## config.mk

```make
export PLATFORM = sky130hd
export DESIGN_NAME = ccs_top
export DESIGN_NICKNAME = d
export VERILOG_FILES = /design/src/hw/ccs_pkg.sv /design/src/hw/ccs_div_if.sv /design/src/hw/ccs_clkdiv.sv /design/src/hw/ccs_sync3.sv /design/src/hw/ccs_top.sv
export SDC_FILE = /design/constraint.sdc
export NUM_CORES = 1
export LEC_CHECK = 0
export BUFFER_PORTS_ARGS = -buffer_cell sky130_fd_sc_hd__buf_2
export CAP_MARGIN = 20
export CORE_UTILIZATION = 60
export CTS_CLUSTER_SIZE = 10
export DETAILED_ROUTE_END_ITERATION = 10
export GPL_TIMING_DRIVEN = 0
export HOLD_SLACK_MARGIN = 0.06
export PLACE_DENSITY = 0.89
export SYNTH_ARGS = -nofsm -noshare
export SYNTH_HDL_FRONTEND = slang
export SYNTH_HIERARCHICAL = 1
export SYNTH_SLANG_ARGS = --single-unit
```

## constraint.sdc

```tcl
create_clock -name clk -period 8.6 [get_ports clk]
set_input_delay 1.72 -clock clk [delete_from_list [all_inputs] [get_ports clk]]
set_output_delay 1.72 -clock clk [all_outputs]
set_load 0.05 [all_outputs]
```

## src/hw/ccs_pkg.sv

```systemverilog
// package: constants, types and helpers of the clock and power-state controller
`default_nettype none
package ccs_pkg;
    // timing
    localparam int          CLK_MHZ         = 40;
    localparam int          CLK_PERIOD_NS   = 25;
    localparam int          OSC_SETTLE_US   = 100;
    localparam int          SREF_WAIT_NS    = 1000;
    localparam int          CNT_W           = 12;
    localparam logic [11:0] OSC_SETTLE_CYC  = 12'(OSC_SETTLE_US * CLK_MHZ);
    localparam logic [11:0] SREF_WAIT_CYC   =
        12'((SREF_WAIT_NS + CLK_PERIOD_NS - 1) / CLK_PERIOD_NS);
    localparam int          RTC_DIV_DEFAULT = 32768;
    localparam int          RTC_W           = 16;

    // synchroniser bit positions
    localparam int          NSYNC     = 9;
    localparam int          SY_POR    = 0;
    localparam int          SY_PWRFL  = 1;
    localparam int          SY_USER   = 2;
    localparam int          SY_WAKE   = 3;
    localparam int          SY_XT32   = 4;
    localparam int          SY_XTHF   = 5;
    localparam int          SY_OSC_OK = 6;
    localparam int          SY_MLOCK  = 7;
    localparam int          SY_ULOCK  = 8;

    // register map
    localparam logic [7:0]  ADDR_CLKSET              = 8'h00;
    localparam logic [7:0]  ADDR_PWRCTL              = 8'h04;
    localparam logic [7:0]  ADDR_POWER_STATUS_RECORD = 8'h08;
    localparam logic [7:0]  ADDR_RTC_SECONDS         = 8'h0c;

    // clock setting fields
    localparam int          CS_BUS_LSB   = 0;
    localparam int          CS_PER_LSB   = 2;
    localparam int          CS_BUS_GATE  = 4;
    localparam int          CS_PROG_LSB  = 8;
    localparam logic [1:0]  BUS_CODE_RST = 2'h1;
    localparam logic [1:0]  PER_CODE_RST = 2'h0;
    localparam logic [7:0]  PROG_RST     = 8'h00;

    // power control and status fields
    localparam int          PC_HALT   = 0;
    localparam int          PC_STBY   = 1;
    localparam int          SR_ST_LSB = 0;
    localparam int          SR_POR    = 4;
    localparam int          SR_PWRFL  = 5;
    localparam int          SR_USER   = 6;
    localparam int          SR_MLOCK  = 7;
    localparam int          SR_ULOCK  = 8;

    localparam int          HALF_W    = 6;

    typedef enum logic [2:0] {
        ST_RESET,
        ST_STBY,
        ST_WAKE,
        ST_LOCK,
        ST_RUN,
        ST_HALT,
        ST_SREF
    } ccs_state_t;

    // half period of the bus clock in clk cycles: core clock is clk / 2
    function automatic logic [HALF_W-1:0] ccs_bus_half(input logic [1:0] code);
        return HALF_W'(code) + HALF_W'(1);
    endfunction

    function automatic logic [HALF_W-1:0] ccs_per_half(input logic [1:0] bcode,
                                                       input logic [1:0] pcode);
        logic [HALF_W-1:0] b;
        b = ccs_bus_half(bcode);
        case (pcode)
            2'h0:    return b << 1;
            2'h1:    return b << 2;
            default: return b << 3;
        endcase
    endfunction
endpackage
`default_nettype wire

```

## src/hw/ccs_div_if.sv

```systemverilog
// interface: settings and output level of one glitch-free clock divider
`default_nettype none
interface ccs_div_if;
    import ccs_pkg::*;
    logic [HALF_W-1:0] half;
    logic              run;
    logic              clk_lvl;
    modport ctl (output half, output run, input clk_lvl);
    modport div (input half, input run, output clk_lvl);
endinterface
`default_nettype wire

```

## src/hw/ccs_clkdiv.sv

```systemverilog
// module: clock divider that takes new settings only at a period boundary
`default_nettype none
module ccs_clkdiv (
    input  wire logic clk,
    input  wire logic rst_n,
    ccs_div_if.div    dv
);
    import ccs_pkg::*;

    typedef struct packed {
        logic [HALF_W-1:0] cnt;
        logic [HALF_W-1:0] half;
        logic              lvl;
    } ccs_div_st_t;

    ccs_div_st_t r_ff;
    ccs_div_st_t nxt_r;

    always_comb begin
        nxt_r = r_ff;
        if (r_ff.cnt == r_ff.half - HALF_W'(1)) begin
            nxt_r.cnt = '0;
            if (r_ff.lvl) begin
                nxt_r.lvl = 1'b0;
            end else begin
                // only here, after a whole low phase, so no short pulse
                nxt_r.half = (dv.half == '0) ? HALF_W'(1) : dv.half;
                nxt_r.lvl  = dv.run;
            end
        end else begin
            nxt_r.cnt = r_ff.cnt + HALF_W'(1);
        end
    end

    always_ff @(posedge clk or negedge rst_n) begin
        if (!rst_n) begin
            r_ff <= '{cnt: '0, half: HALF_W'(1), lvl: 1'b0};
        end else begin
            r_ff <= nxt_r;
        end
    end

    assign dv.clk_lvl = r_ff.lvl;
endmodule
`default_nettype wire

```

## src/hw/ccs_sync3.sv

```systemverilog
// module: three-stage input synchroniser, a change counts once stages 2 and 3 agree
`default_nettype none
module ccs_sync3 (
    input  wire logic                       clk,
    input  wire logic                       rst_n,
    input  wire logic [ccs_pkg::NSYNC-1:0]  async_in,
    output logic      [ccs_pkg::NSYNC-1:0]  sync_out
);
    import ccs_pkg::*;

    typedef struct packed {
        logic [NSYNC-1:0] s1;
        logic [NSYNC-1:0] s2;
        logic [NSYNC-1:0] s3;
        logic [NSYNC-1:0] q;
    } ccs_sync_st_t;

    ccs_sync_st_t r_ff;
    ccs_sync_st_t nxt_r;

    always_comb begin
        logic [NSYNC-1:0] agree;
        agree    = ~(r_ff.s2 ^ r_ff.s3);
        nxt_r    = r_ff;
        nxt_r.s1 = async_in;
        nxt_r.s2 = r_ff.s1;
        nxt_r.s3 = r_ff.s2;
        nxt_r.q  = (agree & r_ff.s2) | (~agree & r_ff.q);
    end

    // zero at reset: reset pins read as asserted, locks as not locked
    always_ff @(posedge clk or negedge rst_n) begin
        if (!rst_n) begin
            r_ff <= '0;
        end else begin
            r_ff <= nxt_r;
        end
    end

    assign sync_out = r_ff.q;
endmodule
`default_nettype wire

```

## src/hw/ccs_top.sv

```systemverilog
// module: clock, power-state and reset controller top
//
// Function
// - divide slow crystal to 1 Hz tick
// - slow crystal never stops, runs state logic; here state logic runs on clk, slow crystal only feeds the RTC
// - fast crystal feeds PLLs and output divider
// - main PLL gives core, bus, peripheral clocks; here all three are divided from clk
// - bus clock is core divided 1..4
// - bus clock can be gated off
// - peripheral clock is bus divided 2,4,8
// - USB PLL gives fixed 48 MHz clock
// - run state enables all clocks
// - halt stops only core clock until wake
// - standby stops oscillator, disables display
// - any reset input makes system reset
// - power-on reset clears everything
// - other resets spare SDRAM and RTC state
// - SDRAM self-refresh before soft reset
// - leave reset into standby
// - status record holds last reset cause
// - interrupt logic stays alive in low power
//
// Added by the designer: the register addresses and the plain strobed port.
`default_nettype none
module ccs_top #(
    parameter int RTC_DIV = ccs_pkg::RTC_DIV_DEFAULT
) (
    input  wire logic        clk,
    input  wire logic        resetn,
    input  wire logic        power_on_reset_n,
    input  wire logic        power_fail_reset_n,
    input  wire logic        user_reset_n,
    input  wire logic        wakeup,
    input  wire logic        irq_pending,
    input  wire logic        lf_xtal_clk,
    input  wire logic        hf_xtal_clk,
    input  wire logic        hf_osc_ready,
    input  wire logic        main_pll_lock,
    input  wire logic        usb_pll_lock,
    input  wire logic        sdram_sref_ack,
    input  wire logic [7:0]  reg_addr,
    input  wire logic [31:0] reg_wdata,
    input  wire logic        reg_wr,
    input  wire logic        reg_rd,
    output logic      [31:0] reg_rdata,
    output logic             core_clock,
    output logic             bus_clock,
    output logic             periph_clock,
    output logic             usb_clock_enable,
    output logic             prog_clock_out,
    output logic             rtc_tick_1hz,
    output logic             hf_osc_enable,
    output logic             main_pll_enable,
    output logic             usb_pll_enable,
    output logic             lcd_enable,
    output logic             intc_clock_enable,
    output logic             sdram_sref_req,
    output logic             sys_reset_n,
    output logic             keep_reset_n
);
    import ccs_pkg::*;

    typedef struct packed {
        ccs_state_t        state;
        logic [CNT_W-1:0]  cnt;
        logic [1:0]        bus_code;
        logic [1:0]        per_code;
        logic              bus_gate;
        logic [7:0]        prog_half;
        logic [7:0]        prog_act;
        logic [7:0]        prog_cnt;
        logic              prog_lvl;
        logic              sr_por;
        logic              sr_pwrfl;
        logic              sr_user;
        logic [RTC_W-1:0]  rtc_cnt;
        logic [31:0]       rtc_sec;
        logic              rtc_tick;
        logic              xt32_prev;
        logic              xthf_prev;
        logic              hf_osc_en;
        logic              mpll_en;
        logic              upll_en;
        logic              usb_en;
        logic              lcd_en;
        logic              sref_req;
        logic              sys_rst_n;
        logic              keep_rst_n;
        logic [31:0]       rdata;
    } ccs_top_st_t;

    localparam ccs_top_st_t TOP_RST = '{
        state:    ST_RESET,
        cnt:      '0,
        bus_code: BUS_CODE_RST,
        per_code: PER_CODE_RST,
        bus_gate: 1'b0,
        prog_half: PROG_RST,
        prog_act: PROG_RST,
        prog_cnt: '0,
        prog_lvl: 1'b0,
        sr_por:   1'b1,
        sr_pwrfl: 1'b0,
        sr_user:  1'b0,
        rtc_cnt:  '0,
        rtc_sec:  '0,
        rtc_tick: 1'b0,
        xt32_prev: 1'b0,
        xthf_prev: 1'b0,
        hf_osc_en: 1'b0,
        mpll_en:  1'b0,
        upll_en:  1'b0,
        usb_en:   1'b0,
        lcd_en:   1'b0,
        sref_req: 1'b0,
        sys_rst_n: 1'b0,
        keep_rst_n: 1'b0,
        rdata:    '0
    };

    logic [1:0]       rsync_ff;
    logic             rst_n;
    logic [NSYNC-1:0] sy;
    ccs_top_st_t      r_ff;
    ccs_top_st_t      nxt_r;

    ccs_div_if core_if ();
    ccs_div_if bus_if ();
    ccs_div_if per_if ();

    // chip reset released through two flops
    always_ff @(posedge clk or negedge resetn) begin
        if (!resetn) begin
            rsync_ff <= 2'h0;
        end else begin
            rsync_ff <= {rsync_ff[0], 1'b1};
        end
    end
    assign rst_n = rsync_ff[1];

    ccs_sync3 u_sync (
        .clk      (clk),
        .rst_n    (rst_n),
        .async_in ({usb_pll_lock, main_pll_lock, hf_osc_ready, hf_xtal_clk,
                    lf_xtal_clk, wakeup, user_reset_n, power_fail_reset_n,
                    power_on_reset_n}),
        .sync_out (sy)
    );

    ccs_clkdiv u_core_div (
        .clk   (clk),
        .rst_n (rst_n),
        .dv    (core_if.div)
    );
    ccs_clkdiv u_bus_div (
        .clk   (clk),
        .rst_n (rst_n),
        .dv    (bus_if.div)
    );
    ccs_clkdiv u_per_div (
        .clk   (clk),
        .rst_n (rst_n),
        .dv    (per_if.div)
    );

    // core clock is clk / 2, the other two follow from the ratio codes
    assign core_if.half = HALF_W'(1);
    assign core_if.run  = (r_ff.state == ST_RUN);
    assign bus_if.half  = ccs_bus_half(r_ff.bus_code);
    assign bus_if.run   = ((r_ff.state == ST_RUN) ||
                           (r_ff.state == ST_HALT)) && !r_ff.bus_gate;
    assign per_if.half  = ccs_per_half(r_ff.bus_code, r_ff.per_code);
    assign per_if.run   = (r_ff.state == ST_RUN) || (r_ff.state == ST_HALT);

    always_comb begin
        logic soft_rst;
        logic wake_ev;
        logic wr_ctl;
        soft_rst = !sy[SY_PWRFL] || !sy[SY_USER];
        wake_ev  = sy[SY_WAKE] || irq_pending;
        wr_ctl   = reg_wr && (reg_addr == ADDR_PWRCTL) && r_ff.sys_rst_n;
        nxt_r           = r_ff;
        nxt_r.rtc_tick  = 1'b0;
        nxt_r.rdata     = '0;
        nxt_r.xt32_prev = sy[SY_XT32];
        nxt_r.xthf_prev = sy[SY_XTHF];

        // counter chain on slow crystal edges, counts in every state
        if (sy[SY_XT32] && !r_ff.xt32_prev) begin
            if (r_ff.rtc_cnt == RTC_W'(RTC_DIV - 1)) begin
                nxt_r.rtc_cnt  = '0;
                nxt_r.rtc_tick = 1'b1;
                nxt_r.rtc_sec  = r_ff.rtc_sec + 32'h1;
            end else begin
                nxt_r.rtc_cnt = r_ff.rtc_cnt + RTC_W'(1);
            end
        end

        // programmable output divider on fast crystal edges
        if (sy[SY_XTHF] && !r_ff.xthf_prev) begin
            if (r_ff.prog_act == '0 ||
                r_ff.prog_cnt == r_ff.prog_act - 8'h1) begin
                nxt_r.prog_cnt = '0;
                if (r_ff.prog_lvl) begin
                    nxt_r.prog_lvl = 1'b0;
                end else begin
                    // new setting only after a full low phase
                    nxt_r.prog_act = r_ff.prog_half;
                    nxt_r.prog_lvl = (r_ff.prog_half != '0);
                end
            end else begin
                nxt_r.prog_cnt = r_ff.prog_cnt + 8'h1;
            end
        end

        // register writes, ignored while the system is held in reset
        if (reg_wr && r_ff.sys_rst_n && reg_addr == ADDR_CLKSET) begin
            nxt_r.bus_code  = reg_wdata[CS_BUS_LSB +: 2];
            nxt_r.per_code  = reg_wdata[CS_PER_LSB +: 2];
            nxt_r.bus_gate  = reg_wdata[CS_BUS_GATE];
            nxt_r.prog_half = reg_wdata[CS_PROG_LSB +: 8];
        end

        // register reads, answered one cycle later
        if (reg_rd) begin
            case (reg_addr)
                ADDR_CLKSET: begin
                    nxt_r.rdata[CS_BUS_LSB +: 2]  = r_ff.bus_code;
                    nxt_r.rdata[CS_PER_LSB +: 2]  = r_ff.per_code;
                    nxt_r.rdata[CS_BUS_GATE]      = r_ff.bus_gate;
                    nxt_r.rdata[CS_PROG_LSB +: 8] = r_ff.prog_half;
                end
                ADDR_PWRCTL, ADDR_POWER_STATUS_RECORD: begin
                    nxt_r.rdata[SR_ST_LSB +: 3] = r_ff.state;
                    nxt_r.rdata[SR_POR]         = r_ff.sr_por;
                    nxt_r.rdata[SR_PWRFL]       = r_ff.sr_pwrfl;
                    nxt_r.rdata[SR_USER]        = r_ff.sr_user;
                    nxt_r.rdata[SR_MLOCK]       = sy[SY_MLOCK];
                    nxt_r.rdata[SR_ULOCK]       = sy[SY_ULOCK];
                end
                ADDR_RTC_SECONDS: begin
                    nxt_r.rdata = r_ff.rtc_sec;
                end
                default: begin
                    nxt_r.rdata = '0;
                end
            endcase
        end

        unique case (r_ff.state)
            ST_RUN: begin
                if (wr_ctl && reg_wdata[PC_STBY]) begin
                    nxt_r.state     = ST_STBY;
                    nxt_r.hf_osc_en = 1'b0;
                    nxt_r.mpll_en   = 1'b0;
                    nxt_r.upll_en   = 1'b0;
                    nxt_r.usb_en    = 1'b0;
                    nxt_r.lcd_en    = 1'b0;
                end else if (wr_ctl && reg_wdata[PC_HALT]) begin
                    nxt_r.state = ST_HALT;
                end
            end
            ST_HALT: begin
                if (wake_ev) begin
                    nxt_r.state = ST_RUN;
                end
            end
            ST_STBY: begin
                if (wake_ev) begin
                    nxt_r.state     = ST_WAKE;
                    nxt_r.hf_osc_en = 1'b1;
                    nxt_r.cnt       = '0;
                end
            end
            ST_WAKE: begin
                if (!sy[SY_OSC_OK]) begin
                    nxt_r.cnt = '0;
                end else if (r_ff.cnt == OSC_SETTLE_CYC - 12'h1) begin
                    nxt_r.state   = ST_LOCK;
                    nxt_r.mpll_en = 1'b1;
                    nxt_r.upll_en = 1'b1;
                end else begin
                    nxt_r.cnt = r_ff.cnt + 12'h1;
                end
            end
            ST_LOCK: begin
                if (sy[SY_MLOCK] && sy[SY_ULOCK]) begin
                    nxt_r.state  = ST_RUN;
                    nxt_r.usb_en = 1'b1;
                    nxt_r.lcd_en = 1'b1;
                end
            end
            ST_SREF: begin
                nxt_r.cnt = r_ff.cnt + 12'h1;
                if (sdram_sref_ack || r_ff.cnt == SREF_WAIT_CYC - 12'h1) begin
                    nxt_r.state     = ST_RESET;
                    nxt_r.sys_rst_n = 1'b0;
                end
            end
            ST_RESET: begin
                if (!soft_rst) begin
                    nxt_r.state      = ST_STBY;
                    nxt_r.sys_rst_n  = 1'b1;
                    nxt_r.keep_rst_n = 1'b1;
                    nxt_r.sref_req   = 1'b0;
                end
            end
        endcase

        // soft reset: self-refresh first, RTC and SDRAM side kept
        if (soft_rst && r_ff.state != ST_SREF && r_ff.state != ST_RESET) begin
            nxt_r.state    = ST_SREF;
            nxt_r.cnt      = '0;
            nxt_r.sref_req = 1'b1;
            nxt_r.sr_por   = 1'b0;
            nxt_r.sr_pwrfl = !sy[SY_PWRFL];
            nxt_r.sr_user  = !sy[SY_USER];
        end
        if (!r_ff.sys_rst_n || nxt_r.state == ST_RESET) begin
            nxt_r.bus_code  = BUS_CODE_RST;
            nxt_r.per_code  = PER_CODE_RST;
            nxt_r.bus_gate  = 1'b0;
            nxt_r.prog_half = PROG_RST;
            nxt_r.hf_osc_en = 1'b0;
            nxt_r.mpll_en   = 1'b0;
            nxt_r.upll_en   = 1'b0;
            nxt_r.usb_en    = 1'b0;
            nxt_r.lcd_en    = 1'b0;
        end

        // power-on reset wins over everything, RTC included
        if (!sy[SY_POR]) begin
            nxt_r = TOP_RST;
            nxt_r.xt32_prev = sy[SY_XT32];
            nxt_r.xthf_prev = sy[SY_XTHF];
        end
    end

    always_ff @(posedge clk or negedge rst_n) begin
        if (!rst_n) begin
            r_ff <= TOP_RST;
        end else begin
            r_ff <= nxt_r;
        end
    end

    assign reg_rdata         = r_ff.rdata;
    assign core_clock        = core_if.clk_lvl;
    assign bus_clock         = bus_if.clk_lvl;
    assign periph_clock      = per_if.clk_lvl;
    assign usb_clock_enable  = r_ff.usb_en;
    assign prog_clock_out    = r_ff.prog_lvl;
    assign rtc_tick_1hz      = r_ff.rtc_tick;
    assign hf_osc_enable     = r_ff.hf_osc_en;
    assign main_pll_enable   = r_ff.mpll_en;
    assign usb_pll_enable    = r_ff.upll_en;
    assign lcd_enable        = r_ff.lcd_en;
    // interrupt logic clock follows the always-on reset only
    assign intc_clock_enable = r_ff.keep_rst_n;
    assign sdram_sref_req    = r_ff.sref_req;
    assign sys_reset_n       = r_ff.sys_rst_n;
    assign keep_reset_n      = r_ff.keep_rst_n;
endmodule
`default_nettype wire

```

==> flow_summary.yaml <==
run_status:
  status: "finished clean"
placement:
  routabilityCongestion: 0.945
  dp_slack_ns: 4.69
  dp_cells: 1330
  io_buffers: 81
  dp_hpwl_um: 15600
  placed_cell_area_um2: 11300
floorplanning:
  die_h_um: 134
  ios: 101
  start_util_pct: 62.2
  die_x_um: 134
  rows: 47
  core_area_um2: 16800
  dieArea_um2: 17900
timing:
  finalCriticalPeriod_ns: 3.42
  min_period_over_period_pct: 39.8
  slew_headroom_pct: 61.0
  rsz0062_at_grt: "no"
  setup_slack_ns: 5.18
  whs_ns: 0.253
  tightest_slew_ns: 0.570
  maxSlewViolCount: 0
  setup_viol: 0
  fmax_mhz: 292
  fin_skew_ns: 0.0145
  tns_ns: 0
  hold_viol: 0
routing:
  ant_nets: 0
  wl_per_cell_um: 16.5
  remaining_drc_errors: 0
  vias: 8058
  firstDrtPassIters: 5
  vias_per_cell: 5.86
  drt_iter0_drc: 677
  drt-total-wl_um: 22700
clock_network:
  cts_buffers: 25
  clk_latency_ns: 0.51
  max-clock-path-buffers: 3
  cts_tree: "yes"
  cts.reportedPaths.clkPinSlew_ns: 0.06
  numClockSinks: 214
  postCtsSetupBuffers: 0
  htree_num_levels: 1
  clockRootBuffer: "clkbuf_16"
  cts-resized-gates: 0
  postCtsHoldBufs: 0
layout:
  nNetsFinal: 1205
  instances_no_fill: 1374
  area_growth_pct: 14.8
  final_util_pct: 71.4
  drive_above_1_share_pct: 19.1
  fin_area_um2: 12000
synth:
  synth_top_family_by_area: "simple AND/OR/NAND/NOR gates"
  synth-xor-area-share_pct: 6.39
  synthMuxAreaShare_pct: 4.20
  ys_types: 68
  syn_avg_cell_area_um2: 10.3
  yosysMostFrequentCell: "dfrtp_1"
  synth_top_area_share_pct: 50.2
  synthAdderAreaFrac_pct: 2.53
  synth-main-ff-cell: "dfrtp_1"
  yosysWarnings: 6
  syn_inst: 1009
  synth-seq-cells: 214
  synth_edf_count: 0
  yosysSeqAreaShare_pct: 51.4
  synth-simple-area-share_pct: 19.7
  synth_top_area_cell: "dfrtp_1"
  synthTopCellsByArea: "dfrtp_1 50%, xnor2_1 4.4%, nor2_1 4.1%"
  synth_common_cells: "209 x dfrtp_1, 115 x nor2_1, 56 x nand2_1, 52 x xnor2_1, 47 x o21ai_0"
  async_reset_ff_share_pct: 100
  synth_compound_area_share_pct: 9.76
  synth.cell_area_um2: 10400
worst_setup_path:
  worstSetupPathType: "in -> reg"
  cp-end-kind: "flip-flop"
  cp_slowest_cell: "or4_4"
  worstPathMaxFanout: 10
  cp_top_family: "simple AND/OR/NAND/NOR gates"
  cp.required_ns: 9.05
  crit_path_start: "reg_addr[1]"
  timing.rr.start: "u_bus_div/r_ff[1]$_DFFE_PN1P_"
  ff2ff_path_depth: 7
  path_buf_inv: 2
  path_cells: "buf_2 -> or4_4 -> nor3_1 -> nand3_1 -> nor2b_1 -> clkbuf_1 -> and2_1"
  arrival_ns: 3.87
  r2r_slack_ns: 5.94
  r2r-end: "u_bus_div/r_ff[2]$_DFFE_PN0P_"
  max_stage_delay_ns: 0.55
  endpoint: "reg_rdata[26]$_DFF_PN0_"
  setup.worst_path.start_class: "input port"
  crit_cells: 7
global_route:
  track_usage_pct: 26.1
  grt_pass1_vias: 7733
  grt_overflow: 0
  grt_pass1_wl_um: 37500
  antenna_found_initial: 1
  grt_max_degree: 70
power:
  finalPower_mw: 2.77
  power.density_nw_per_um2: 231
  leakage_nw: 5.25
  peakVddDrop_mv: 0.256
hold_path:
  hold_class: "reg -> async"
flow_run:
  maxCapViolCount: 0
area by class of cell:
type                       instances  area [um2]
antenna                            1        2.50
buffer                            81         488
clock buffer                      42         699
clock inverter                     1        5.00
fill                            1174        4800
inverter                          33         124
multi-input combinational        698        4510
sequential                       214        5370
tap                              220         275
timing repair buffer              84         488
worst min path at each step:
stage | depth (start not counted) | from | to
finish | 0 | rsync_ff[1]$_DFF_PN0_ | r_ff[110]$_DFFE_PN0P_
global route | 0 | rsync_ff[1]$_DFF_PN0_ | u_per_div/r_ff[10]$_DFF_PN0_
CTS | 0 | rsync_ff[1]$_DFF_PN0_ | r_ff[96]$_DFFE_PN0P_
detailed placement | 0 | rsync_ff[1]$_DFF_PN0_ | r_ff[96]$_DFFE_PN0P_
global placement | 0 | u_sync/nxt_r[24]$_DFF_PN0_ | u_sync/nxt_r[15]$_DFF_PN0_
floorplan | 0 | rsync_ff[0]$_DFF_PN0_ | rsync_ff[1]$_DFF_PN0_
placed cells by master (no fill, tap or decap), drive strengths merged, types with 13 or more instances in the layout:
cell | Yosys | routed
nand3 | 43 | 43
and2 | 21 | 21
mux2 | 22 | 22
nor2b | 26 | 26
o21ai | 48 | 48
mux2i | 19 | 19
xnor2 | 52 | 52
dfrtp | 209 | 209
ha | 13 | 13
nor4 | 19 | 19
clkbuf | 27 | 69
inv | 33 | 33
nand2 | 56 | 56
nor2 | 115 | 115
conb | 2 | 19
nand4 | 15 | 15
xor2 | 24 | 24
a21oi | 23 | 23
nor3 | 31 | 31
or3 | 16 | 16
buf | 54 | 138
metal layers:
layer  up-vias  part of all wire [%]  GRT usage [%]  wire [um]
li1       3746                     -              -          -
met5         -                     0              0          0
met2       341                    49           43.8      11100
met4         0                   3.3           9.41        743
met3        77                   6.2           3.97       1410
met1      3894                    42           34.6       9410
sequential cells by signal (all words and copies together) (netlist names), 2 cells and up, named ones only:
name and count:
u_sync/nxt_r 18, reg_rdata 32, u_core_div/r_ff 12, u_sync/r_ff 9, u_bus_div/r_ff 12, u_per_div/r_ff 12, rsync_ff 2, r_ff 97
worst reg2reg max path, delay by kind of cell, from the launching register on:
family,cells,cell delay [ns]
simple gates,3,1.00
flops,1,0.56
mux,1,0.40
compound gates,1,0.27
fa+ha+maj,1,0.23
buf+inv,1,0.08
report_power, final:
group,switching [mW],leakage [nW],total (mW),internal [mW]
logic,0.366,2.10,0.619,0.252
clock network,0.379,0.338,0.925,0.546
registers,0.111,2.81,1.22,1.11
total,0.856,5.25,2.77,1.91
kinds of logic after synthesis:
family | count (synthesis)
multiplexers | 41
AND/OR/NAND/NOR | 389
adder cells (fa/ha/maj) | 22
other | 2
XOR/XNOR | 76
buffers and inverters | 114
AO/OA/AOI/OAI | 151
flip-flops | 214
No activity file was read; power rests on OpenSTA's default activity.
